**config.mk**
```make
export PLATFORM = sky130hd
export DESIGN_NAME = line_transceiver_control_register
export DESIGN_NICKNAME = d
export VERILOG_FILES = /design/src/include/line_ctrl_pkg.sv /design/src/verilog/line_transceiver_control_register.sv
export VERILOG_INCLUDE_DIRS = /design/src /design/src/include
export SDC_FILE = /design/constraint.sdc
export NUM_CORES = 1
export LEC_CHECK = 0
export ABC_AREA = 1
export BUFFER_PORTS_ARGS = -buffer_cell sky130_fd_sc_hd__clkbuf_2
export CORE_MARGIN = 4
export CORE_UTILIZATION = 40
export DETAILED_ROUTE_END_ITERATION = 16
export HOLD_SLACK_MARGIN = 0.12
export PLACE_DENSITY = 0.65
export SLEW_MARGIN = 25
export SYNTH_ARGS = -nofsm -noshare
export SYNTH_HDL_FRONTEND = slang
export SYNTH_SLANG_ARGS = --single-unit
```
**constraint.sdc**
```tcl
create_clock -name clk -period 2.2 [get_ports clk]
set_input_delay 0 -clock clk [delete_from_list [all_inputs] [get_ports clk]]
set_output_delay 0 -clock clk [all_outputs]
set_load 0.01 [all_outputs]
```
**src/include/line_ctrl_regs.svh**
```systemverilog
/*
 Constants of the line transceiver control register: byte field positions,
 select codes, reset and default-mode images, serial frame geometry.
 Assumes a serial control channel carrying one control byte per frame.
*/
// Functional notes
// - A control byte is loaded into the control register only when both select bits are zero.
// - With bit 4 clear only the rate-dependent signalling bits go out in their normal places.
// - With bit 4 set all eight signalling bits go out in the first bearer slot.
// - With bit 6 set the echo canceller converges much faster than normal.
// - With bit 6 clear the echo canceller converges at its normal slower rate.
// - With bit 7 clear a zero is sent as the housekeeping bit of each line frame.
// - With bit 7 set a one is sent as the housekeeping bit of each line frame.
// - A byte with select bits one then zero goes to the diagnostics register instead.
// - A control write with bits 4 to 7 all one loads the default mode chosen by bit 3.
`ifndef LINE_CTRL_REGS_SVH
`define LINE_CTRL_REGS_SVH

`define LC_SEL_MSB 1
`define LC_SEL_LSB 0
`define LC_SEL_CTRL 2'b00
`define LC_SEL_DIAG 2'b10
`define LC_BIT_RATE 3
`define LC_BIT_BEARER_SIG 4
`define LC_BIT_FAST 6
`define LC_BIT_HK 7
`define LC_DFLT_MSB 7
`define LC_DFLT_LSB 4
`define LC_DFLT_KEY 4'hf
`define LC_RESET_VAL 8'h00
`define LC_DFLT1_VAL 8'h00
`define LC_DFLT2_VAL 8'h08
`define LC_DIAG_RESET 8'h00
`define LC_FRAME_BITS 256
`define LC_CTRL_CHAN 0
`define LC_CHAN_BITS 8
`define LC_FAST_FRAMES_HI 240
`define LC_FAST_FRAMES_LO 480

`endif

```
**src/include/line_ctrl_pkg.sv**
```systemverilog
/*
 Types of the line transceiver control register block.
 Assumes the constants header is compiled alongside.
*/
package line_ctrl_pkg;

	typedef enum logic [1:0] {
		ST_HUNT = 2'b00,
		ST_COUNT = 2'b01
	} frame_state_t;

	typedef struct packed {
		logic fast_converge;
		logic tx_housekeeping_bit;
		logic signalling_in_bearer_slot;
		logic line_rate_select;
	} ctrl_fields_t;

	typedef struct packed {
		logic [1:0] bits;
		logic [1:0] count;
		logic [7:0] bearer_byte;
		logic bearer_valid;
	} sig_out_t;

	typedef struct packed {
		frame_state_t state;
		logic [7:0] bit_pos;
		logic [7:0] shift;
		logic [7:0] ctrl;
		logic [7:0] diag;
		ctrl_fields_t fields;
		logic default_mode;
		logic ctrl_loaded;
		sig_out_t sig;
		logic hk_valid;
		logic hk_bit;
		logic [3:0] conv_shift;
	} lc_state_t;

endpackage

```
**src/verilog/line_transceiver_control_register.sv**
```systemverilog
/*
 Control register of a two-wire line transceiver, loaded from the serial
 control channel once per frame, and the line-side effects of its fields:
 rate select, signalling placement, echo canceller step and housekeeping bit.
 Assumes frame_pulse and bit_strobe are one-cycle enables synchronous to clk,
 frame_pulse coinciding with the strobe of the first bit of a frame, and the
 control byte arriving most significant bit first.
 Select bits 1:0 route a byte: 00 to the control register, bit 1 alone to
 the diagnostics byte, any other code is dropped.
 A control byte with the top nibble all ones loads a default image instead,
 its rate taken from bit 3; the default flag stays up until the next load.
 Bit 2 is kept in the stored byte only; bit 5 acts only as part of the default key.
 The diagnostics byte is stored raw, select bits included, and not decoded.
 FRAME_BITS must reach past the control slot, or no byte is ever loaded.
 Without a frame pulse the bit count wraps on its own, so a missing pulse
 keeps the slot in place as long as the frame length matches.
 The echo step shift lags the stored fast bit by one cycle.
 Signalling outputs except sig_bearer_valid, a one-cycle pulse, hold until the next d_channel_valid.
 Housekeeping bit is taken from the stored field at each line frame start.
*/
`timescale 1ns/1ps
`include "line_ctrl_regs.svh"

module line_transceiver_control_register
	import line_ctrl_pkg::*;
#(
	parameter int FRAME_BITS = `LC_FRAME_BITS,
	parameter int CTRL_CHAN = `LC_CTRL_CHAN,
	parameter logic [3:0] FAST_SHIFT = 4'h2,
	parameter logic [3:0] NORMAL_SHIFT = 4'h8
) (
	input wire logic clk,
	input wire logic sys_rst,
	input wire logic frame_pulse,
	input wire logic bit_strobe,
	input wire logic serial_in,
	input wire logic [7:0] d_channel_in,
	input wire logic d_channel_valid,
	input wire logic line_frame_start,
	output logic [7:0] line_control,
	output logic [7:0] diag_control,
	output logic line_rate_select,
	output logic signalling_in_bearer_slot,
	output logic fast_converge,
	output logic tx_housekeeping_bit,
	output logic default_mode,
	output logic ctrl_loaded,
	output logic [1:0] sig_normal_bits,
	output logic [1:0] sig_normal_count,
	output logic [7:0] sig_bearer_byte,
	output logic sig_bearer_valid,
	output logic hk_valid,
	output logic hk_bit,
	output logic [3:0] echo_step_shift
);

	localparam logic [7:0] SLOT_FIRST = 8'((CTRL_CHAN * `LC_CHAN_BITS) % FRAME_BITS);
	localparam logic [7:0] SLOT_LAST = 8'(SLOT_FIRST + `LC_CHAN_BITS - 1);
	localparam logic [7:0] LAST_POS = 8'(FRAME_BITS - 1);

	lc_state_t cur_reg;
	lc_state_t cur_next;

	// Field image of a control byte
	function automatic ctrl_fields_t decode_fields(input logic [7:0] b);
		ctrl_fields_t f;
		f.line_rate_select = b[`LC_BIT_RATE];
		f.signalling_in_bearer_slot = b[`LC_BIT_BEARER_SIG];
		f.fast_converge = b[`LC_BIT_FAST];
		f.tx_housekeeping_bit = b[`LC_BIT_HK];
		return f;
	endfunction

	// Key pattern in the top nibble asks for a default mode
	function automatic logic is_default(input logic [7:0] b);
		return b[`LC_DFLT_MSB:`LC_DFLT_LSB] == `LC_DFLT_KEY;
	endfunction

	// Select bits of a received control-channel byte
	function automatic logic [1:0] sel_code(input logic [7:0] b);
		return b[`LC_SEL_MSB:`LC_SEL_LSB];
	endfunction

	logic [7:0] rx_byte;
	logic slot_done;
	logic [7:0] new_ctrl;

	always_comb begin
		rx_byte = {cur_reg.shift[6:0], serial_in};
		slot_done = 1'b0;
		new_ctrl = cur_reg.ctrl;
		cur_next = cur_reg;
		cur_next.ctrl_loaded = 1'b0;
		cur_next.sig.bearer_valid = 1'b0;
		cur_next.hk_valid = 1'b0;

		// Frame bit position tracking
		if (bit_strobe) begin
			if (frame_pulse) begin
				cur_next.state = ST_COUNT;
				cur_next.bit_pos = 8'h00;
			end else begin
				case (cur_reg.state)
					ST_HUNT: begin
						cur_next.bit_pos = 8'h00;
					end
					ST_COUNT: begin
						// Wraps without a pulse; the next pulse realigns
						if (cur_reg.bit_pos == LAST_POS) begin
							cur_next.bit_pos = 8'h00;
						end else begin
							cur_next.bit_pos = cur_reg.bit_pos + 8'h01;
						end
					end
					default: begin
						cur_next.state = ST_HUNT;
						cur_next.bit_pos = 8'h00;
					end
				endcase
			end
		end

		// Shift in control channel bits; one slot per frame only
		if (bit_strobe && (cur_reg.state == ST_COUNT || frame_pulse)) begin
			if (frame_pulse) begin
				if (SLOT_FIRST == 8'h00) begin
					cur_next.shift = {7'h00, serial_in};
				end
				slot_done = (SLOT_LAST == 8'h00);
			end else if (cur_next.bit_pos >= SLOT_FIRST && cur_next.bit_pos <= SLOT_LAST) begin
				cur_next.shift = rx_byte;
				slot_done = (cur_next.bit_pos == SLOT_LAST);
			end
		end

		// Route the completed byte by its select bits
		if (slot_done) begin
			if (sel_code(rx_byte) == `LC_SEL_CTRL) begin
				if (is_default(rx_byte)) begin
					new_ctrl = rx_byte[`LC_BIT_RATE] ? `LC_DFLT2_VAL : `LC_DFLT1_VAL;
					cur_next.default_mode = 1'b1;
				end else begin
					new_ctrl = rx_byte;
					cur_next.default_mode = 1'b0;
				end
				cur_next.ctrl = new_ctrl;
				cur_next.fields = decode_fields(new_ctrl);
				cur_next.ctrl_loaded = 1'b1;
			end else begin
				// Other select codes: control register left as is
				cur_next.ctrl = cur_reg.ctrl;
				if (sel_code(rx_byte) == `LC_SEL_DIAG) begin
					cur_next.diag = rx_byte;
				end
			end
		end

		// Signalling placement follows the stored fields
		if (d_channel_valid) begin
			if (cur_reg.fields.signalling_in_bearer_slot) begin
				cur_next.sig.bearer_byte = d_channel_in;
				cur_next.sig.bearer_valid = 1'b1;
				cur_next.sig.bits = 2'b00;
				cur_next.sig.count = 2'h0;
			end else if (cur_reg.fields.line_rate_select) begin
				cur_next.sig.bits = d_channel_in[1:0];
				cur_next.sig.count = 2'h2;
			end else begin
				cur_next.sig.bits = {1'b0, d_channel_in[0]};
				cur_next.sig.count = 2'h1;
			end
		end

		// Housekeeping bit sampled once per line frame
		if (line_frame_start) begin
			cur_next.hk_valid = 1'b1;
			cur_next.hk_bit = cur_reg.fields.tx_housekeeping_bit;
		end

		// Smaller shift means a larger adaptation step
		if (cur_reg.fields.fast_converge) begin
			cur_next.conv_shift = FAST_SHIFT;
		end else begin
			cur_next.conv_shift = NORMAL_SHIFT;
		end
	end

	always_ff @(posedge clk) begin
		if (sys_rst) begin
			cur_reg.state <= ST_HUNT;
			cur_reg.bit_pos <= 8'h00;
			cur_reg.shift <= 8'h00;
			cur_reg.ctrl <= `LC_RESET_VAL;
			cur_reg.diag <= `LC_DIAG_RESET;
			cur_reg.fields <= '0;
			cur_reg.default_mode <= 1'b0;
			cur_reg.ctrl_loaded <= 1'b0;
			cur_reg.sig <= '0;
			cur_reg.hk_valid <= 1'b0;
			cur_reg.hk_bit <= 1'b0;
			cur_reg.conv_shift <= NORMAL_SHIFT;
		end else begin
			cur_reg <= cur_next;
		end
	end

	assign line_control = cur_reg.ctrl;
	assign diag_control = cur_reg.diag;
	assign line_rate_select = cur_reg.fields.line_rate_select;
	assign signalling_in_bearer_slot = cur_reg.fields.signalling_in_bearer_slot;
	assign fast_converge = cur_reg.fields.fast_converge;
	assign tx_housekeeping_bit = cur_reg.fields.tx_housekeeping_bit;
	assign default_mode = cur_reg.default_mode;
	assign ctrl_loaded = cur_reg.ctrl_loaded;
	assign sig_normal_bits = cur_reg.sig.bits;
	assign sig_normal_count = cur_reg.sig.count;
	assign sig_bearer_byte = cur_reg.sig.bearer_byte;
	assign sig_bearer_valid = cur_reg.sig.bearer_valid;
	assign hk_valid = cur_reg.hk_valid;
	assign hk_bit = cur_reg.hk_bit;
	assign echo_step_shift = cur_reg.conv_shift;

endmodule

```
* After elaboration in Yosys (flattened, before gate mapping)
Cells that the tools add are included.
Word-level totals: bits of input ports 15, register bits after elaboration 58, output and inout bits 41
Cells by class: reduce and logical (&&, ||, !) cells 14, $lt $le $gt $ge 2, add/sub/neg operators 1, bitwise operators 3, equal/unequal tests 6, mux-type cells 19
Operator list (number):
- two-way mux 8 bit | 4
- two-way mux 4 bit | 4
- two-way mux 7 bit | 2
- two-way mux 10 bit | 1
- adder 8 x 1 -> 8 bit (second input constant) | 1
- equality test 8 x 3 -> 1 bit (second input constant) | 1
- equality test 8 bit (second input constant) | 1
- greater-or-equal comparator 8 x 1 -> 1 bit (second input constant) | 1
- less-or-equal comparator 8 x 3 -> 1 bit (second input constant) | 1
- AND reduction 2 bit | 4
- two-way mux 1 bit | 6
- OR reduction 2 bit | 3
- equality test 4 bit (second input constant) | 1
- zero test 2 bit | 2
- two-way mux 2 bit | 2
- inverter 1 bit | 3
- AND reduction 3 bit | 1
- equality test 2 x 1 -> 1 bit (second input constant) | 1
- equality test 2 bit (second input constant) | 1
- logical AND 1 bit | 2
- != test 2 x 1 -> 1 bit (second input constant) | 1
- nonzero test 2 bit | 1
- logical OR 1 bit | 1

* Longest topological paths before layout
word-level depth 12, mapped depth 14, gate-level depth less buffers 12

* Worst setup path before layout
No wires, ideal clock.
path type reg-to-reg, from reg cur_reg[50] (netlist name), to reg cur_reg, in the netlist line_control[6], data arrival time 1.642 ns, buffers on the path 2, period minus slack after synthesis 1.762 ns, path slack 0.438 ns, setup time 0.120 ns, required time 2.080 ns, cell stages (with the launch flop) 14, cells stage by stage dfxtp_1 > ha_1 > nand2_1 > nor2_1 > nand2_1 > and2_1 > nand2_2 > nand3_2 > nor2_2 > buf_6 > nand3_4 > buf_6 > nor2_1 > a21oi_1
Between the ends: cells in the longest elaborated chain, start to end 11
RTL lines:
- from (decl) | line line_transceiver_control_register.sv:61 | lc_state_t cur_reg;
- from (signal assigned) | line line_transceiver_control_register.sv:203 | cur_reg <= cur_next;
- adder 8 x 1 -> 8 bit / equality test 8 bit (equally long branches) | line line_transceiver_control_register.sv:112, line_transceiver_control_register.sv:109
- two-way mux 8 bit | line line_transceiver_control_register.sv:109 | if (cur_reg.bit_pos == LAST_POS) begin
- two-way mux 8 bit | line line_transceiver_control_register.sv:103 | case (cur_reg.state)
- two-way mux 10 bit | line line_transceiver_control_register.sv:99 | if (frame_pulse) begin
- two-way mux 8 bit (*) | line line_transceiver_control_register.sv:98 | if (bit_strobe) begin
- greater-or-equal comparator 8 x 1 -> 1 bit / less-or-equal comparator 8 x 3 -> 1 bit (equally long branches) | line line_transceiver_control_register.sv:130 | end else if (cur_next.bit_pos >= SLOT_FIRST && cur_next.bit_pos <= SLOT_LAST) begin
- logical AND 1 bit | line line_transceiver_control_register.sv:130
- two-way mux 1 bit (*) | line line_transceiver_control_register.sv:130
- two-way mux 1 bit (*) | line line_transceiver_control_register.sv:125 | if (frame_pulse) begin
- two-way mux 1 bit (*) | line line_transceiver_control_register.sv:124 | if (bit_strobe && (cur_reg.state == ST_COUNT || frame_pulse)) begin
- AND reduction 2 bit (no line) (*)
Every way passes the cells marked *; elsewhere a longest branch is shown, timed or not. A chain may end at the register's enable or synchronous reset.

* Final worst setup path
from reg cur_reg[50] (netlist name), to reg cur_reg[41] (netlist name)
Between the ends: cells in the longest elaborated chain, start to end 9
RTL lines (line):
- adder 8 x 1 -> 8 bit / equality test 8 bit (equally long branches) | line_transceiver_control_register.sv:112, line_transceiver_control_register.sv:109
- two-way mux 8 bit | line_transceiver_control_register.sv:109
- two-way mux 8 bit | line_transceiver_control_register.sv:103
- two-way mux 10 bit | line_transceiver_control_register.sv:99
- two-way mux 8 bit (*) | line_transceiver_control_register.sv:98
- greater-or-equal comparator 8 x 1 -> 1 bit / less-or-equal comparator 8 x 3 -> 1 bit (equally long branches) | line_transceiver_control_register.sv:130
- logical AND 1 bit (*) | line_transceiver_control_register.sv:130
- nonzero test 2 bit (no line) (*)
- AND reduction 2 bit (no line) (*)
Marked as above.

==> results.sh <==
export IMPL_status="finished clean"
export IMPL_final_max_slew_viol_count=0
export IMPL_clock_latency_ps=310
export IMPL_cap_violations=0
export IMPL_vias=2006
export IMPL_internal_power_mw=1.31
export IMPL_first_pass_iters=4
export IMPL_crit_arrival_ps=2250
export IMPL_clockRootBuffer="clkbuf_8"
export IMPL_worstPathRequired_ps=2400
export IMPL_fmaxAchievable_mhz=488
export IMPL_synth_cell_types=28
export IMPL_yosys_area_share_simple=0.325
export IMPL_die_h_um=85.1
export IMPL_die_w_um=85.1
export IMPL_clk_pin_slew_ps=90
export IMPL_drive_gt1_frac=0.208
export IMPL_rsz0062_at_grt="yes"
export IMPL_synth_largest_area_cell="dfxtp_1"
export IMPL_synth_top_family_by_area="simple AND/OR/NAND/NOR gates"
export IMPL_powerDensity_nw_per_um2=625
export IMPL_die_area_sq_um=7250
export IMPL_syn_area_per_cell_sq_um=7.23
export IMPL_area_growth_pct=14.0
export IMPL_end_kind="flop"
export IMPL_post_drt_via_cell_ratio=4.58
export IMPL_synth_area_leaders="dfxtp_1, nand2_1, buf_4"
export IMPL_layout_cells_non_filler=438
export IMPL_cts_tree="done"
export IMPL_min_period_over_period=0.932
export IMPL_syn_area_sq_um=2380
export IMPL_r2r_start="cur_reg[50]"
export IMPL_rows=27
export IMPL_track_usage=0.139
export IMPL_grt_pass1_wl_um=8250
export IMPL_ir_worst_vdd_mv=0.250
export IMPL_synth_compound_area_frac=0.0531
export IMPL_finalCoreUtilization=0.481
export IMPL_worstSetupStartpoint="cur_reg[50]"
export IMPL_hold_viol_final=0
export IMPL_coreArea_sq_um=5640
export IMPL_p_leak_nw=1.37
export IMPL_switching_share=0.226
export IMPL_drt_iter0_markers=149
export IMPL_worst_pin_slew_ps=578
export IMPL_ios=56
export IMPL_path_class="flop to flop"
export IMPL_cts_setup_buffers=0
export IMPL_clkPwrFrac=0.393
export IMPL_antenna_found_initial=0
export IMPL_h_tree_depth=2
export IMPL_clock_skew_ps=8.44
export IMPL_grt_max_degree=29
export IMPL_min_from="bit_strobe"
export IMPL_largest_register_ffs=16
export IMPL_synth_xor_area_frac=0
export IMPL_synth_flop_cell="dfxtp_1"
export IMPL_ys_ff_latch=51
export IMPL_routedWlPerCell_um=11.3
export IMPL_pre_cts_slack_ps=180
export IMPL_switching_power_mw=0.384
export IMPL_dp_hpwl_um=3480
export IMPL_cp_start_kind="flop"
export IMPL_seq_area_frac_synth=0.429
export IMPL_worstHoldPathCells=4
export IMPL_cts_buffers=5
export IMPL_cp_max_fo=8
export IMPL_hp_class="primary input to flop"
export IMPL_muxShareOfSynthArea=0
export IMPL_ys_warn_count=0
export IMPL_routed_wl_um=4940
export IMPL_diodes=0
export IMPL_relSlewSlack=0.613
export IMPL_overflow=0
export IMPL_setup_violations=0
export IMPL_antenna_left=0
export IMPL_mostFrequentLayoutCell="nand2_1"
export IMPL_postSynth_asyncResetShare=0
export IMPL_portBuffers=53
export IMPL_synthAdderAreaFrac=0.00526
export IMPL_grt_pass1_vias=1830
export IMPL_p_seq_frac=0.552
export IMPL_drc=0
export IMPL_initial_utilization=0.422
export IMPL_power_frac_comb=0.055
export IMPL_clockBufferDepth=2
export IMPL_fin_ws_ps=150
export IMPL_clock_sinks=51
export IMPL_r2r_cells=10
export IMPL_period_needed_ps=2050
export IMPL_placed_cell_area_sq_um=2470
export IMPL_design_area_sq_um=2710
export IMPL_synth_cells=329
export IMPL_synth_edff_count=0
export IMPL_gp_congestion=0.866
export IMPL_synth_top_area_share=0.429
export IMPL_dp_cells=418
export IMPL_layout_common_cells="nand2_1, clkbuf_2, dfxtp_1"
export IMPL_nets=381
export IMPL_power_mw=1.70
[area by class of cell]
cell class | count | area (sq um)
inverter | 40 | 150
clock inverter | 3 | 47.5
timing repair buffer | 68 | 408
fill | 550 | 2930
multi-input combinational | 199 | 928
tap | 72 | 90.1
sequential | 51 | 1020
clock buffer | 5 | 68.8
[power groups by stage]
stage               clock network, mW  logic, mW  registers, mW
finish                          0.667     0.0932          0.936
global route                    0.728      0.103          0.937
CTS                             0.689     0.0925          0.936
detailed placement                  0     0.0753          0.957
global placement                    0     0.0753          0.957
floorplan                           0     0.0503          0.957
[per-stage QoR]
step	setup TNS, ps	hold WS, ps
after floorplan	0	95.5
after global placement	0	190
after detailed placement	0	194
after CTS	0	132
after global routing	-23.6	187
final	0	153
[critical path, stage by stage, from the launching register on]
cell and delay (ps):
dfxtp_1 380, ha_1 210, nand3_1 170, o21ai_1 170, nand2_1 70, nand2_1 100, nand3_2 80, nor2_2 270
nand2_1 260, a21oi_1 190, nor2_1 60
[synth_stat cells, types with 2 or more instances]
cell       n
a21oi_1   17
buf_2      2
buf_4     33
buf_6      2
clkbuf_1   3
dfxtp_1   51
inv_1     37
inv_2      2
nand2_1   79
nand2_2    3
nand3_1   27
nand3_2    2
nand3b_1   2
nand4_1   10
nor2_1    43
nor2_2     2
nor2_4     2
o21ai_0    2
[timing repair]
item,in CTS,in global routing
resized for setup,0,1
hold buffers,12,0
endpoints found under the setup margin,0,6
endpoints found under the hold margin,21,0
[per-layer routing]
| metal | up-vias | share of wire | track usage |
|---|---|---|---|
| li1 | 1065 | - | - |
| met1 | 882 | 0.48 | 0.178 |
| met2 | 51 | 0.44 | 0.221 |
| met3 | 8 | 0.057 | 0.0359 |
| met4 | 0 | 0.019 | 0.0561 |
| met5 | - | 0 | 0 |
[logic make-up after synthesis]
kind of cell               after synthesis
and+or+nand+nor                        173
buffers and inverters                   80
DFF                                     51
AOI/OAI and AO/OA                       23
adders and majority gates                1
other                                    1
[worst paths after layout]
kind | to | slack, ps
setup / recovery | cur_reg[41] | 150
hold / removal | cur_reg[54] | 150
setup reg to reg | cur_reg[41] | 150
hold reg to reg | diag_control[1] | 460
No activity file was read; power rests on OpenSTA's default activity.
